$ cat config.mk
export PLATFORM = sky130hd
export DESIGN_NAME = fast_pwm_ctrl
export DESIGN_NICKNAME = d
export VERILOG_FILES = /design/src/shared/fast_pwm_pkg.sv /design/src/hdl/fault_noise_filter.sv /design/src/hdl/fast_pwm_ctrl.sv
export SDC_FILE = /design/constraint.sdc
export NUM_CORES = 1
export LEC_CHECK = 0
export CAP_MARGIN = 20
export CORE_MARGIN = 4
export CORE_UTILIZATION = 45
export CTS_CLUSTER_SIZE = 16
export DETAILED_ROUTE_END_ITERATION = 7
export DONT_BUFFER_PORTS = 1
export MAX_ROUTING_LAYER = met4
export PLACE_DENSITY = 0.7
export SYNTH_ARGS = -nofsm -noshare
export SYNTH_HDL_FRONTEND = slang
export SYNTH_SLANG_ARGS = --single-unit
$ cat constraint.sdc
create_clock -name clk_sys_in -period 2.15 [get_ports clk_sys_in]
set_input_delay 0.1075 -clock clk_sys_in [delete_from_list [all_inputs] [get_ports clk_sys_in]]
set_output_delay 0.1075 -clock clk_sys_in [all_outputs]
set_load 0.05 [all_outputs]
$ cat src/shared/fast_pwm_pkg.sv
/* Constants and carrier types of the fast PWM control slice.
   Assumes an 8-bit I/O port with one-cycle strobes. */
package fast_pwm_pkg;

    // Register offsets on the 6-bit I/O port.
    localparam logic [5:0] OFS_OVERRIDE   = 6'h00;
    localparam logic [5:0] OFS_PLL_CTRL   = 6'h29;
    localparam logic [5:0] OFS_FAULT_WAVE = 6'h26;
    localparam logic [5:0] OFS_CNT_LOW    = 6'h2E;
    localparam logic [5:0] OFS_CNT_HIGH   = 6'h25;

    // Field positions in the fault and waveform control register.
    localparam int FW_IRQ_EN   = 7;
    localparam int FW_MODE_EN  = 6;
    localparam int FW_FILT_EN  = 5;
    localparam int FW_EDGE_SEL = 4;
    localparam int FW_CMP_EN   = 3;
    localparam int FW_FLAG     = 2;

    // Field positions in the PLL control and status register.
    localparam int PL_LOW_SPEED = 7;
    localparam int PL_FAST_SEL  = 2;
    localparam int PL_PLL_EN    = 1;
    localparam int PL_LOCK      = 0;

    // Reset values and fixed codes.
    localparam logic [7:0] RST_BYTE      = 8'h00;
    localparam logic [5:0] OVR_MASK      = 6'h3F;
    localparam logic [3:0] FUSE_PLL_CODE = 4'h1;
    localparam logic [9:0] CNT_ZERO      = 10'h000;

    // Noise filter length in samples.
    localparam int FILT_SAMPLES = 4;

    // Counter write latency: 1.5 cycles rounds up, at most one stays one.
    localparam logic [1:0] WR_DLY_SYNC  = 2'h2;
    localparam logic [1:0] WR_DLY_ASYNC = 2'h1;

    // Counter modes; Gray coded along normal -> fast -> phase correct -> six-output.
    typedef enum logic [2:0] {
        MODE_NORMAL   = 3'b000,
        MODE_FAST     = 3'b001,
        MODE_PFC      = 3'b011,
        MODE_SIX_SGL  = 3'b010,
        MODE_SIX_DUAL = 3'b110
    } cnt_mode_e;

    // One access on the I/O register port.
    typedef struct packed {
        logic [5:0] addr;
        logic       wr;
        logic       rd;
        logic [7:0] wdata;
    } io_req_s;

    // Compare outputs of the three waveform channels.
    typedef struct packed {
        logic a;
        logic b;
        logic d;
    } cmp_out_s;

endpackage

$ cat src/hdl/fault_noise_filter.sv
/* Fault input noise filter.
   Assumes a raw input synchronous to clk_sys_in. */
`timescale 1ns/1ns
module fault_noise_filter
#(
    parameter int SAMPLES = fast_pwm_pkg::FILT_SAMPLES
)(
    input  wire logic clk_sys_in,
    input  wire logic nrst_in,
    input  wire logic ce_in,
    input  wire logic filt_en_in,
    input  wire logic raw_in,
    output logic      filt_out
);
    import fast_pwm_pkg::*;

    logic [SAMPLES-1:0] hist_ff;
    logic [SAMPLES-1:0] nxt_hist;
    logic               filt_ff;
    logic               nxt_filt;

    ////////////////////////////////////////////////////////////////////////////
    // With the filter enabled, output changes only when every stored sample agrees and differs from it.
    always_comb
    begin
        nxt_hist = {hist_ff[SAMPLES-2:0], raw_in};
        nxt_filt = filt_ff;
        if (!filt_en_in)
        begin
            nxt_filt = raw_in;
        end
        else if (&nxt_hist)
        begin
            nxt_filt = 1'b1;
        end
        else if (~|nxt_hist)
        begin
            nxt_filt = 1'b0;
        end
    end

    // Registers only; ce freezes the history too.
    always_ff @(posedge clk_sys_in)
    begin
        if (!nrst_in)
        begin
            hist_ff <= '0;
            filt_ff <= 1'b0;
        end
        else if (ce_in)
        begin
            hist_ff <= nxt_hist;
            filt_ff <= nxt_filt;
        end
    end

    assign filt_out = filt_ff;

endmodule // fault_noise_filter

$ cat src/hdl/fast_pwm_ctrl.sv
/* Control slice of a 10-bit fast PWM timer.
   Assumes one-cycle I/O strobes and prescaler ticks from outside. */
`timescale 1ns/1ns

// What this block does
// - Filter needs four equal samples to change
// - Comparator feeds fault front end when enabled
// - Fault pin raises request even as output
// - Flag clears on vector or write-one
// - Interrupt needs global, enable and flag
// - PWM enable and field pick mode
// - Top is compare C; update/overflow points
// - Override bit connects compare output to pin in six-output modes
// - Bits pair to A, B, D pins
// - Low speed halves clock; refused on PLL
// - Fast select picks peripheral clock ticks
// - Fast select settable only with PLL enabled
// - PLL enable starts PLL; reads one on PLL
// - Lock indicator is read-only status
// - Counter write lands after set delay
// - Counter write forces up-counting
// - Shared 2-bit high byte, upper zero
// - Override register upper bits read zero
// - Fault mode enable lets faults act
module fast_pwm_ctrl
(
    input  wire logic                 clk_sys_in,
    input  wire logic                 nrst_in,
    input  wire logic                 ce_in,
    input  wire fast_pwm_pkg::io_req_s io_req_in,
    output logic [7:0]                io_rdata_out,
    input  wire logic                 fault_input_pin_in,
    input  wire logic                 comparator_in,
    input  wire logic                 fault_vector_ack_in,
    input  wire logic                 global_irq_en_in,
    output logic                      fault_irq_out,
    output logic                      fault_shutdown_out,
    input  wire logic                 pwm_enable_a_in,
    input  wire logic                 pwm_enable_b_in,
    input  wire logic [9:0]           compare_top_reg_in,
    input  wire logic                 sys_tick_in,
    input  wire logic                 pck_tick_in,
    output logic [9:0]                counter_out,
    output logic                      overflow_pulse_out,
    output logic                      compare_update_out,
    output logic [2:0]                mode_out,
    input  wire fast_pwm_pkg::cmp_out_s compare_outs_in,
    input  wire logic [5:0]           port_reg_in,
    output logic [5:0]                pin_out,
    input  wire logic [3:0]           clock_source_fuse_in,
    input  wire logic                 pll_lock_ind_in,
    output logic                      pll_start_out,
    output logic                      async_clk_sel_out
);
    import fast_pwm_pkg::*;

    ////////////////////////////////////////////////////////////////////////////
    // State.
    logic [7:0] fw_ctrl_ff, nxt_fw_ctrl;
    logic [5:0] ovr_ff, nxt_ovr;
    logic       low_speed_ff, nxt_low_speed;
    logic       fast_sel_ff, nxt_fast_sel;
    logic       pll_en_ff, nxt_pll_en;
    logic       clr_pend_ff, nxt_clr_pend;
    logic       filt_prev_ff, nxt_filt_prev;
    logic [1:0] hi_tmp_ff, nxt_hi_tmp;
    logic [9:0] cnt_ff, nxt_cnt;
    logic       down_ff, nxt_down;
    logic [1:0] wr_dly_ff, nxt_wr_dly;
    logic [9:0] wr_val_ff, nxt_wr_val;
    logic       half_ff, nxt_half;
    logic [7:0] rdata_ff, nxt_rdata;
    logic       irq_ff, nxt_irq;
    logic       shut_ff, nxt_shut;
    logic       ovf_ff, nxt_ovf;
    logic       upd_ff, nxt_upd;
    logic [5:0] pin_ff, nxt_pin;
    logic [2:0] mode_out_ff;
    logic       pll_start_ff;

    logic      fault_raw;
    logic      fault_filt;
    logic      pll_is_sys;
    logic      pll_running;
    logic      tick;
    logic      pwm_on;
    cnt_mode_e mode;

    // True for an access to the given offset on the given strobe.
    function automatic logic hit(input logic strobe, input logic [5:0] ofs);
        hit = strobe && (io_req_in.addr == ofs);
    endfunction

    ////////////////////////////////////////////////////////////////////////////
    // Fault and clock source decode.
    // The pin is read straight from the pad, so an output-driven pin still trips it.
    assign fault_raw   = fw_ctrl_ff[FW_CMP_EN] ? comparator_in : fault_input_pin_in;
    assign pll_is_sys  = (clock_source_fuse_in == FUSE_PLL_CODE);
    assign pll_running = pll_en_ff || pll_is_sys;
    // Low speed keeps every other fast tick; the fast clock itself lives outside.
    assign tick        = fast_sel_ff ? (pck_tick_in && (!low_speed_ff || half_ff)) : sys_tick_in;
    assign pwm_on      = pwm_enable_a_in || pwm_enable_b_in;

    fault_noise_filter #(
        .SAMPLES (FILT_SAMPLES)
    ) u_filter (
        .clk_sys_in (clk_sys_in),
        .nrst_in    (nrst_in),
        .ce_in      (ce_in),
        .filt_en_in (fw_ctrl_ff[FW_FILT_EN]),
        .raw_in     (fault_raw),
        .filt_out   (fault_filt)
    );

    // Mode from PWM enable and the waveform field.
    always_comb
    begin
        mode = MODE_NORMAL;
        if (pwm_on)
        begin
            case (fw_ctrl_ff[1:0])
                2'b00:   mode = MODE_FAST;
                2'b01:   mode = MODE_PFC;
                2'b10:   mode = MODE_SIX_SGL;
                default: mode = MODE_SIX_DUAL;
            endcase
        end
    end

    ////////////////////////////////////////////////////////////////////////////
    // Register, flag and clock control next values.
    always_comb
    begin
        logic edge_hit;
        logic wr_fw;
        edge_hit      = 1'b0;
        wr_fw         = hit(io_req_in.wr, OFS_FAULT_WAVE);
        nxt_fw_ctrl   = fw_ctrl_ff;
        nxt_ovr       = ovr_ff;
        nxt_low_speed = low_speed_ff;
        nxt_fast_sel  = fast_sel_ff;
        nxt_pll_en    = pll_en_ff;
        nxt_clr_pend  = 1'b0;
        nxt_filt_prev = fault_filt;
        nxt_hi_tmp    = hi_tmp_ff;
        nxt_rdata     = rdata_ff;
        nxt_half      = (fast_sel_ff && pck_tick_in) ? !half_ff : half_ff;

        // Edge select picks which transition of the filtered input counts.
        if (fw_ctrl_ff[FW_EDGE_SEL])
        begin
            edge_hit = fault_filt && !filt_prev_ff;
        end
        else
        begin
            edge_hit = !fault_filt && filt_prev_ff;
        end

        if (wr_fw)
        begin
            nxt_fw_ctrl = {io_req_in.wdata[7:3], fw_ctrl_ff[FW_FLAG], io_req_in.wdata[1:0]};
            nxt_clr_pend = io_req_in.wdata[FW_FLAG];
        end
        // Write-one clear lands one cycle late; the vector clears at once.
        if (clr_pend_ff || fault_vector_ack_in)
        begin
            nxt_fw_ctrl[FW_FLAG] = 1'b0;
        end
        // A new event beats a clear in the same cycle.
        if (edge_hit)
        begin
            nxt_fw_ctrl[FW_FLAG] = 1'b1;
        end

        if (hit(io_req_in.wr, OFS_OVERRIDE))
        begin
            nxt_ovr = io_req_in.wdata[5:0] & OVR_MASK;
        end
        else if (hit(io_req_in.wr, OFS_PLL_CTRL))
        begin
            nxt_pll_en    = io_req_in.wdata[PL_PLL_EN];
            nxt_low_speed = io_req_in.wdata[PL_LOW_SPEED] && !pll_is_sys;
            nxt_fast_sel  = io_req_in.wdata[PL_FAST_SEL] && pll_running;
        end
        else if (hit(io_req_in.wr, OFS_CNT_HIGH))
        begin
            nxt_hi_tmp = io_req_in.wdata[1:0];
        end

        // Read mux; reserved bits read as zero.
        if (hit(io_req_in.rd, OFS_OVERRIDE))
        begin
            nxt_rdata = {2'b00, ovr_ff};
        end
        else if (hit(io_req_in.rd, OFS_PLL_CTRL))
        begin
            nxt_rdata = {low_speed_ff, 4'h0, fast_sel_ff, pll_running, pll_lock_ind_in};
        end
        else if (hit(io_req_in.rd, OFS_FAULT_WAVE))
        begin
            nxt_rdata = fw_ctrl_ff;
        end
        else if (hit(io_req_in.rd, OFS_CNT_LOW))
        begin
            nxt_rdata  = cnt_ff[7:0];
            nxt_hi_tmp = cnt_ff[9:8];
        end
        else if (hit(io_req_in.rd, OFS_CNT_HIGH))
        begin
            nxt_rdata = {6'h00, hi_tmp_ff};
        end
        else if (io_req_in.rd)
        begin
            nxt_rdata = RST_BYTE;
        end

        nxt_irq  = global_irq_en_in && nxt_fw_ctrl[FW_IRQ_EN] && nxt_fw_ctrl[FW_FLAG];
        nxt_shut = nxt_fw_ctrl[FW_MODE_EN] && nxt_fw_ctrl[FW_FLAG];
    end

    ////////////////////////////////////////////////////////////////////////////
    // Counter and pin next values.
    always_comb
    begin
        logic at_top;
        logic at_bot;
        logic dual;
        at_top     = (cnt_ff >= compare_top_reg_in);
        at_bot     = (cnt_ff == CNT_ZERO);
        dual       = (mode == MODE_PFC) || (mode == MODE_SIX_DUAL);
        nxt_cnt    = cnt_ff;
        nxt_down   = down_ff;
        nxt_wr_dly = wr_dly_ff;
        nxt_wr_val = wr_val_ff;
        nxt_ovf    = 1'b0;
        nxt_upd    = (mode == MODE_NORMAL);
        nxt_pin    = port_reg_in;

        // Count on the tick; dual slope turns at top and bottom.
        if (tick)
        begin
            if (dual)
            begin
                if (down_ff && at_bot)
                begin
                    nxt_down = 1'b0;
                    nxt_cnt  = cnt_ff + 10'h001;
                    nxt_ovf  = 1'b1;
                    nxt_upd  = 1'b1;
                end
                else if (!down_ff && at_top)
                begin
                    nxt_down = 1'b1;
                    nxt_cnt  = cnt_ff - 10'h001;
                end
                else
                begin
                    nxt_cnt = down_ff ? cnt_ff - 10'h001 : cnt_ff + 10'h001;
                end
            end
            else if (at_top)
            begin
                nxt_cnt  = CNT_ZERO;
                nxt_down = 1'b0;
                nxt_ovf  = 1'b1;
                nxt_upd  = 1'b1;
            end
            else
            begin
                nxt_cnt  = cnt_ff + 10'h001;
                nxt_down = 1'b0;
            end
        end

        // Written value waits out the clock-domain latency, then wins over counting.
        if (wr_dly_ff != 2'h0)
        begin
            nxt_wr_dly = wr_dly_ff - 2'h1;
            if (wr_dly_ff == 2'h1)
            begin
                nxt_cnt  = wr_val_ff;
                nxt_down = 1'b0;
            end
        end
        if (hit(io_req_in.wr, OFS_CNT_LOW))
        begin
            nxt_wr_val = {hi_tmp_ff, io_req_in.wdata};
            nxt_wr_dly = fast_sel_ff ? WR_DLY_ASYNC : WR_DLY_SYNC;
        end

        // Six-output modes: override bits pass channels to pins.
        if ((mode == MODE_SIX_SGL) || (mode == MODE_SIX_DUAL))
        begin
            for (int i = 0; i < 6; i++)
            begin
                if (ovr_ff[i])
                begin
                    nxt_pin[i] = (i < 2) ? compare_outs_in.a :
                                 (i < 4) ? compare_outs_in.b : compare_outs_in.d;
                end
            end
        end
    end

    ////////////////////////////////////////////////////////////////////////////
    // All registers; ce low freezes everything.
    always_ff @(posedge clk_sys_in)
    begin
        if (!nrst_in)
        begin
            fw_ctrl_ff   <= RST_BYTE;
            ovr_ff       <= 6'h00;
            low_speed_ff <= 1'b0;
            fast_sel_ff  <= 1'b0;
            pll_en_ff    <= 1'b0;
            clr_pend_ff  <= 1'b0;
            filt_prev_ff <= 1'b0;
            hi_tmp_ff    <= 2'h0;
            cnt_ff       <= CNT_ZERO;
            down_ff      <= 1'b0;
            wr_dly_ff    <= 2'h0;
            wr_val_ff    <= CNT_ZERO;
            half_ff      <= 1'b0;
            rdata_ff     <= RST_BYTE;
            irq_ff       <= 1'b0;
            shut_ff      <= 1'b0;
            ovf_ff       <= 1'b0;
            upd_ff       <= 1'b0;
            pin_ff       <= 6'h00;
            mode_out_ff  <= MODE_NORMAL;
            pll_start_ff <= 1'b0;
        end
        else if (ce_in)
        begin
            fw_ctrl_ff   <= nxt_fw_ctrl;
            ovr_ff       <= nxt_ovr;
            low_speed_ff <= nxt_low_speed;
            fast_sel_ff  <= nxt_fast_sel;
            pll_en_ff    <= nxt_pll_en;
            clr_pend_ff  <= nxt_clr_pend;
            filt_prev_ff <= nxt_filt_prev;
            hi_tmp_ff    <= nxt_hi_tmp;
            cnt_ff       <= nxt_cnt;
            down_ff      <= nxt_down;
            wr_dly_ff    <= nxt_wr_dly;
            wr_val_ff    <= nxt_wr_val;
            half_ff      <= nxt_half;
            rdata_ff     <= nxt_rdata;
            irq_ff       <= nxt_irq;
            shut_ff      <= nxt_shut;
            ovf_ff       <= nxt_ovf;
            upd_ff       <= nxt_upd;
            pin_ff       <= nxt_pin;
            mode_out_ff  <= mode;
            pll_start_ff <= pll_running;
        end
    end

    // Outputs straight from flip-flops.
    assign io_rdata_out       = rdata_ff;
    assign fault_irq_out      = irq_ff;
    assign fault_shutdown_out = shut_ff;
    assign counter_out        = cnt_ff;
    assign overflow_pulse_out = ovf_ff;
    assign compare_update_out = upd_ff;
    assign mode_out           = mode_out_ff;
    assign pin_out            = pin_ff;
    assign pll_start_out      = pll_start_ff;
    assign async_clk_sel_out  = fast_sel_ff;

endmodule // fast_pwm_ctrl

==> results list <==
- The H-tree was split into 3 levels.
* Total number of clock tree sinks: 71
- Final worst path period share: between 90 and 100%
* Final number of max-transition violations: 0
* Number of iterations in the first detailed-routing pass: 5
- Net count after synthesis: between 500 and 600
* Synthesis-stage register bit count: between 70 and 80
- Area of the die: 10600 um2
* Post-synth top area share: between 30% and 40%
- Critical path endpoint category: flop
* Height of the die: 103 um
- Once the floorplan was initialized, standard cells occupied a little under half of the core.
- Wire length of the first global-routing pass: about 20 mm
* Routed vias/inst: 6.12
- Finished layout cell area: ~4700 um2
* P&R area growth vs syn: 16.7%
* Slowest stage cell on the critical path: dfxtp_2
- For this run, the leading register cell type out of synthesis is dfxtp_1.
- Critical path required time: 2420 ps
* Share of synthesized area occupied by flip-flops and latches: roughly a third
- Post-layout nets: 594
- For this run, design rule violations remaining after detail routing come to 0.
- Width of the die: between 100 and 150 um
- STA classifies the critical path startpoint as a flop.
- Walking the worst path, the cells encountered are buf_4 -> and3b_1 -> a31oi_1 -> o31ai_2 -> a21oi_2 -> o31ai_1 -> a31o_1 -> o211ai_1.
- Cell types with the largest area share after synthesis: dfxtp_1 (35%), nand2_1 (5.5%), a21oi_1 (5.4%), nand3_1 (4.9%), ha_1 (4.6%)
- The number of buffers and inverters on the critical path is 1.
* Cell type contributing the most total cell area after synthesis: dfxtp_1
- Detail Placement HPWL: 8.90 mm
* Worst clock skew: ~7.4 ps
- Post-synthesis average cell area: 8.16 um2
* Max stage delay on crit path: 330 ps
* Placeable core area: around 8700 um2
* Share of cells above drive strength 1: between 10% and 20%
- CP Class: reg2reg
- Critical path data arrival time: 2250 ps
* Ys Warns: 0
- Outcome: finished, final reports clean
- Summing all placed instances gives a cell area of about 4300 um2.
- Class of the tightest hold or removal check: in2reg
- Number of global-route vias before repair: 3856
- Port bufs: 0
* Fin. Hold Viols: 0
- Top-level I/O count: 84
* Total track usage: 24.7%
- Clock-pin slew was measured on the worst setup and hold paths at ~70 ps.
- TritonCTS built the clock tree.
- Highest net fanout along the worst path: 6
* Antenna violations before repair: 0
* Bufs on Longest Clock Path: 2
- Max_slew headroom: 45.0%
- Largest net degree at the start of global routing: between 50 and 60
- Final setup violation count: 0
- DRT antenna net count: 0
* Remaining Overflow, GRT: 0
- Fmax: approximately 0.50 GHz
* Worst IR Drop VDD: approximately 0.44 mV
- Detail-routed net length per standard cell: 19.5 um
* Number of standard cells after synthesis: around 500
* Kind of cell with the highest combined delay on the critical path: compound AO/OA/AOI/OAI gates
- RD Place Congestion: slightly below 1
* Power density cells: between 600 and 700 nW/um2
- The tool flagged a number of max-cap violations equal to 0.
* Total number of placement rows: 34
- Counting the buffers created by CTS gives 9.
- Proportion of register bits with asynchronous set or reset after synthesis: 0%
* Initial DRC count: about 340
- Measured slew at the worst slew-check pin: ~800 ps
- Unique cell type count in the Yosys netlist: ~70
- Final period demand of the worst path: roughly 2000 ps
* Netlist area before placement: a little over 4000 um2
* Root buffer cell: clkbuf_8
* Setup TNS: 0 ps
- In this run the static leakage power is about 1.8 nW.
- Number of enable flip-flop cells after synthesis: 0
- Final WL: ~12 mm
* Via count: ~4000
* Diodes inserted: 0
* Clock latency reported for the late side of the worst-skew pair: 350 ps
- Unrepaired setup endpoints after global routing: false
-- final cells by class --
cell class              instances  area [um2]
well taps                     108         135
flip-flops and latches         71        1430
clock buffers                  13         149
fillers                       820        4000
multi-input cells             373        2440
repair buffers                 51         440
clock inverters                 3        41.3
inverters                      22        85.1
-- layer usage --
metal,GRT usage [%],up-vias,part of all wire [%]
li1,-,1883,-
met1,31.9,1826,43
met2,38.8,193,47
met3,5.95,23,8.7
met4,6.57,0,1.8
met5,-,-,0
-- flip-flops by register name (all words and copies together), names as in the netlist, 3 cells and up --
| name | flops |
|---|---|
| pin_out | 6 |
| wr_val_ff | 10 |
| fw_ctrl_ff | 8 |
| ovr_ff | 6 |
| counter_out | 10 |
| u_filter.hist_ff | 3 |
| mode_out | 3 |
| io_rdata_out | 8 |
-- synthesized netlist by cell type, drive strengths merged (2+ instances only) --
cell	instances
o21ai	20
and2	2
nand3b	3
mux2i	15
buf	19
o22ai	3
nand2b	6
clkbuf	11
a31o	2
nor3b	3
nand4	7
nor3	9
nand2	59
a21oi	45
ha	15
a32oi	5
o221ai	3
xnor2	3
inv	21
nor4	2
a311oi	6
a31oi	4
dfxtp	71
o211ai	8
a211oi	4
a22oi	5
a222oi	4
o31ai	7
and3	5
nor2	48
nand3	41
nor2b	7
a221oi	9
xor2	7
-- where the power goes --
part           total, W  internal [W]  switching (W)  leakage (nW)
registers       0.00145       0.00135      0.0000984         0.581
clock network   0.00107      0.000569       0.000497        0.0979
logic          0.000369      0.000146       0.000223          1.12
total           0.00288       0.00206       0.000818          1.80
-- worst register-to-register path, stage by stage (launching register included) --
cell      delay [ps]
dfxtp_2          330
buf_4            240
and3b_1          230
a31oi_1          240
o31ai_2          140
a21oi_2          300
o31ai_1          130
a31o_1           230
o211ai_1          70
-- worst paths after layout --
check,startpoint,end,slack (ps),cells past startpoint
max,counter_out[9],counter_out[8],170,8
min,pck_tick_in,half_ff,20,3
max reg2reg,counter_out[9],counter_out[8],170,8
min reg2reg,wr_val_ff[0],wr_val_ff[0],460,2
-- through the flow --
step	hold slack [ps]	std cells	power (W)	utilization, %	setup WS [ps]
final	16.9	641	0.00288	54.1	165
after global routing	18.3	641	0.00298	54.1	14.5
after CTS	11.0	641	0.00289	54.1	123
after floorplan	251	496	0.00173	-	22.5
after detailed placement	216	606	0.00178	49.6	144
after global placement	211	606	0.00177	49.6	198
-- cells by family after synthesis --
group	count (synthesis)	share of synthesized area, %
simple gates	198	25.1
compound gates	135	23.8
flops	71	35.1
buf+inv	52	5.47
mux	15	3.71
fa+ha+maj	15	4.64
xor+xnor	10	2.17
-- layout by cell type (no fill, tap or decap), types with 6 or more instances in the layout --
master         count
a21oi_1           44
a221oi_1           9
a311oi_1           6
buf_4             32
clkbuf_8          10
dfxtp_1           63
dfxtp_2            7
dlygate4sd3_1     18
ha_1              14
inv_1             18
mux2i_1           14
nand2_1           59
nand3_1           40
nand4_1            7
nor2_1            47
nor2b_1            6
nor3_1             7
o211ai_1           8
o21ai_0           15
xor2_1             7
-- timing repair --
| item | in CTS | in global routing |
|---|---|---|
| setup endpoints to repair | 0 | 4 |
| hold buffers | 19 | 0 |
| setup buffers | 0 | 0 |
| hold endpoints to repair | 64 | 0 |
| gates resized for setup | 0 | 2 |
Power figures use the tool's default switching activity.
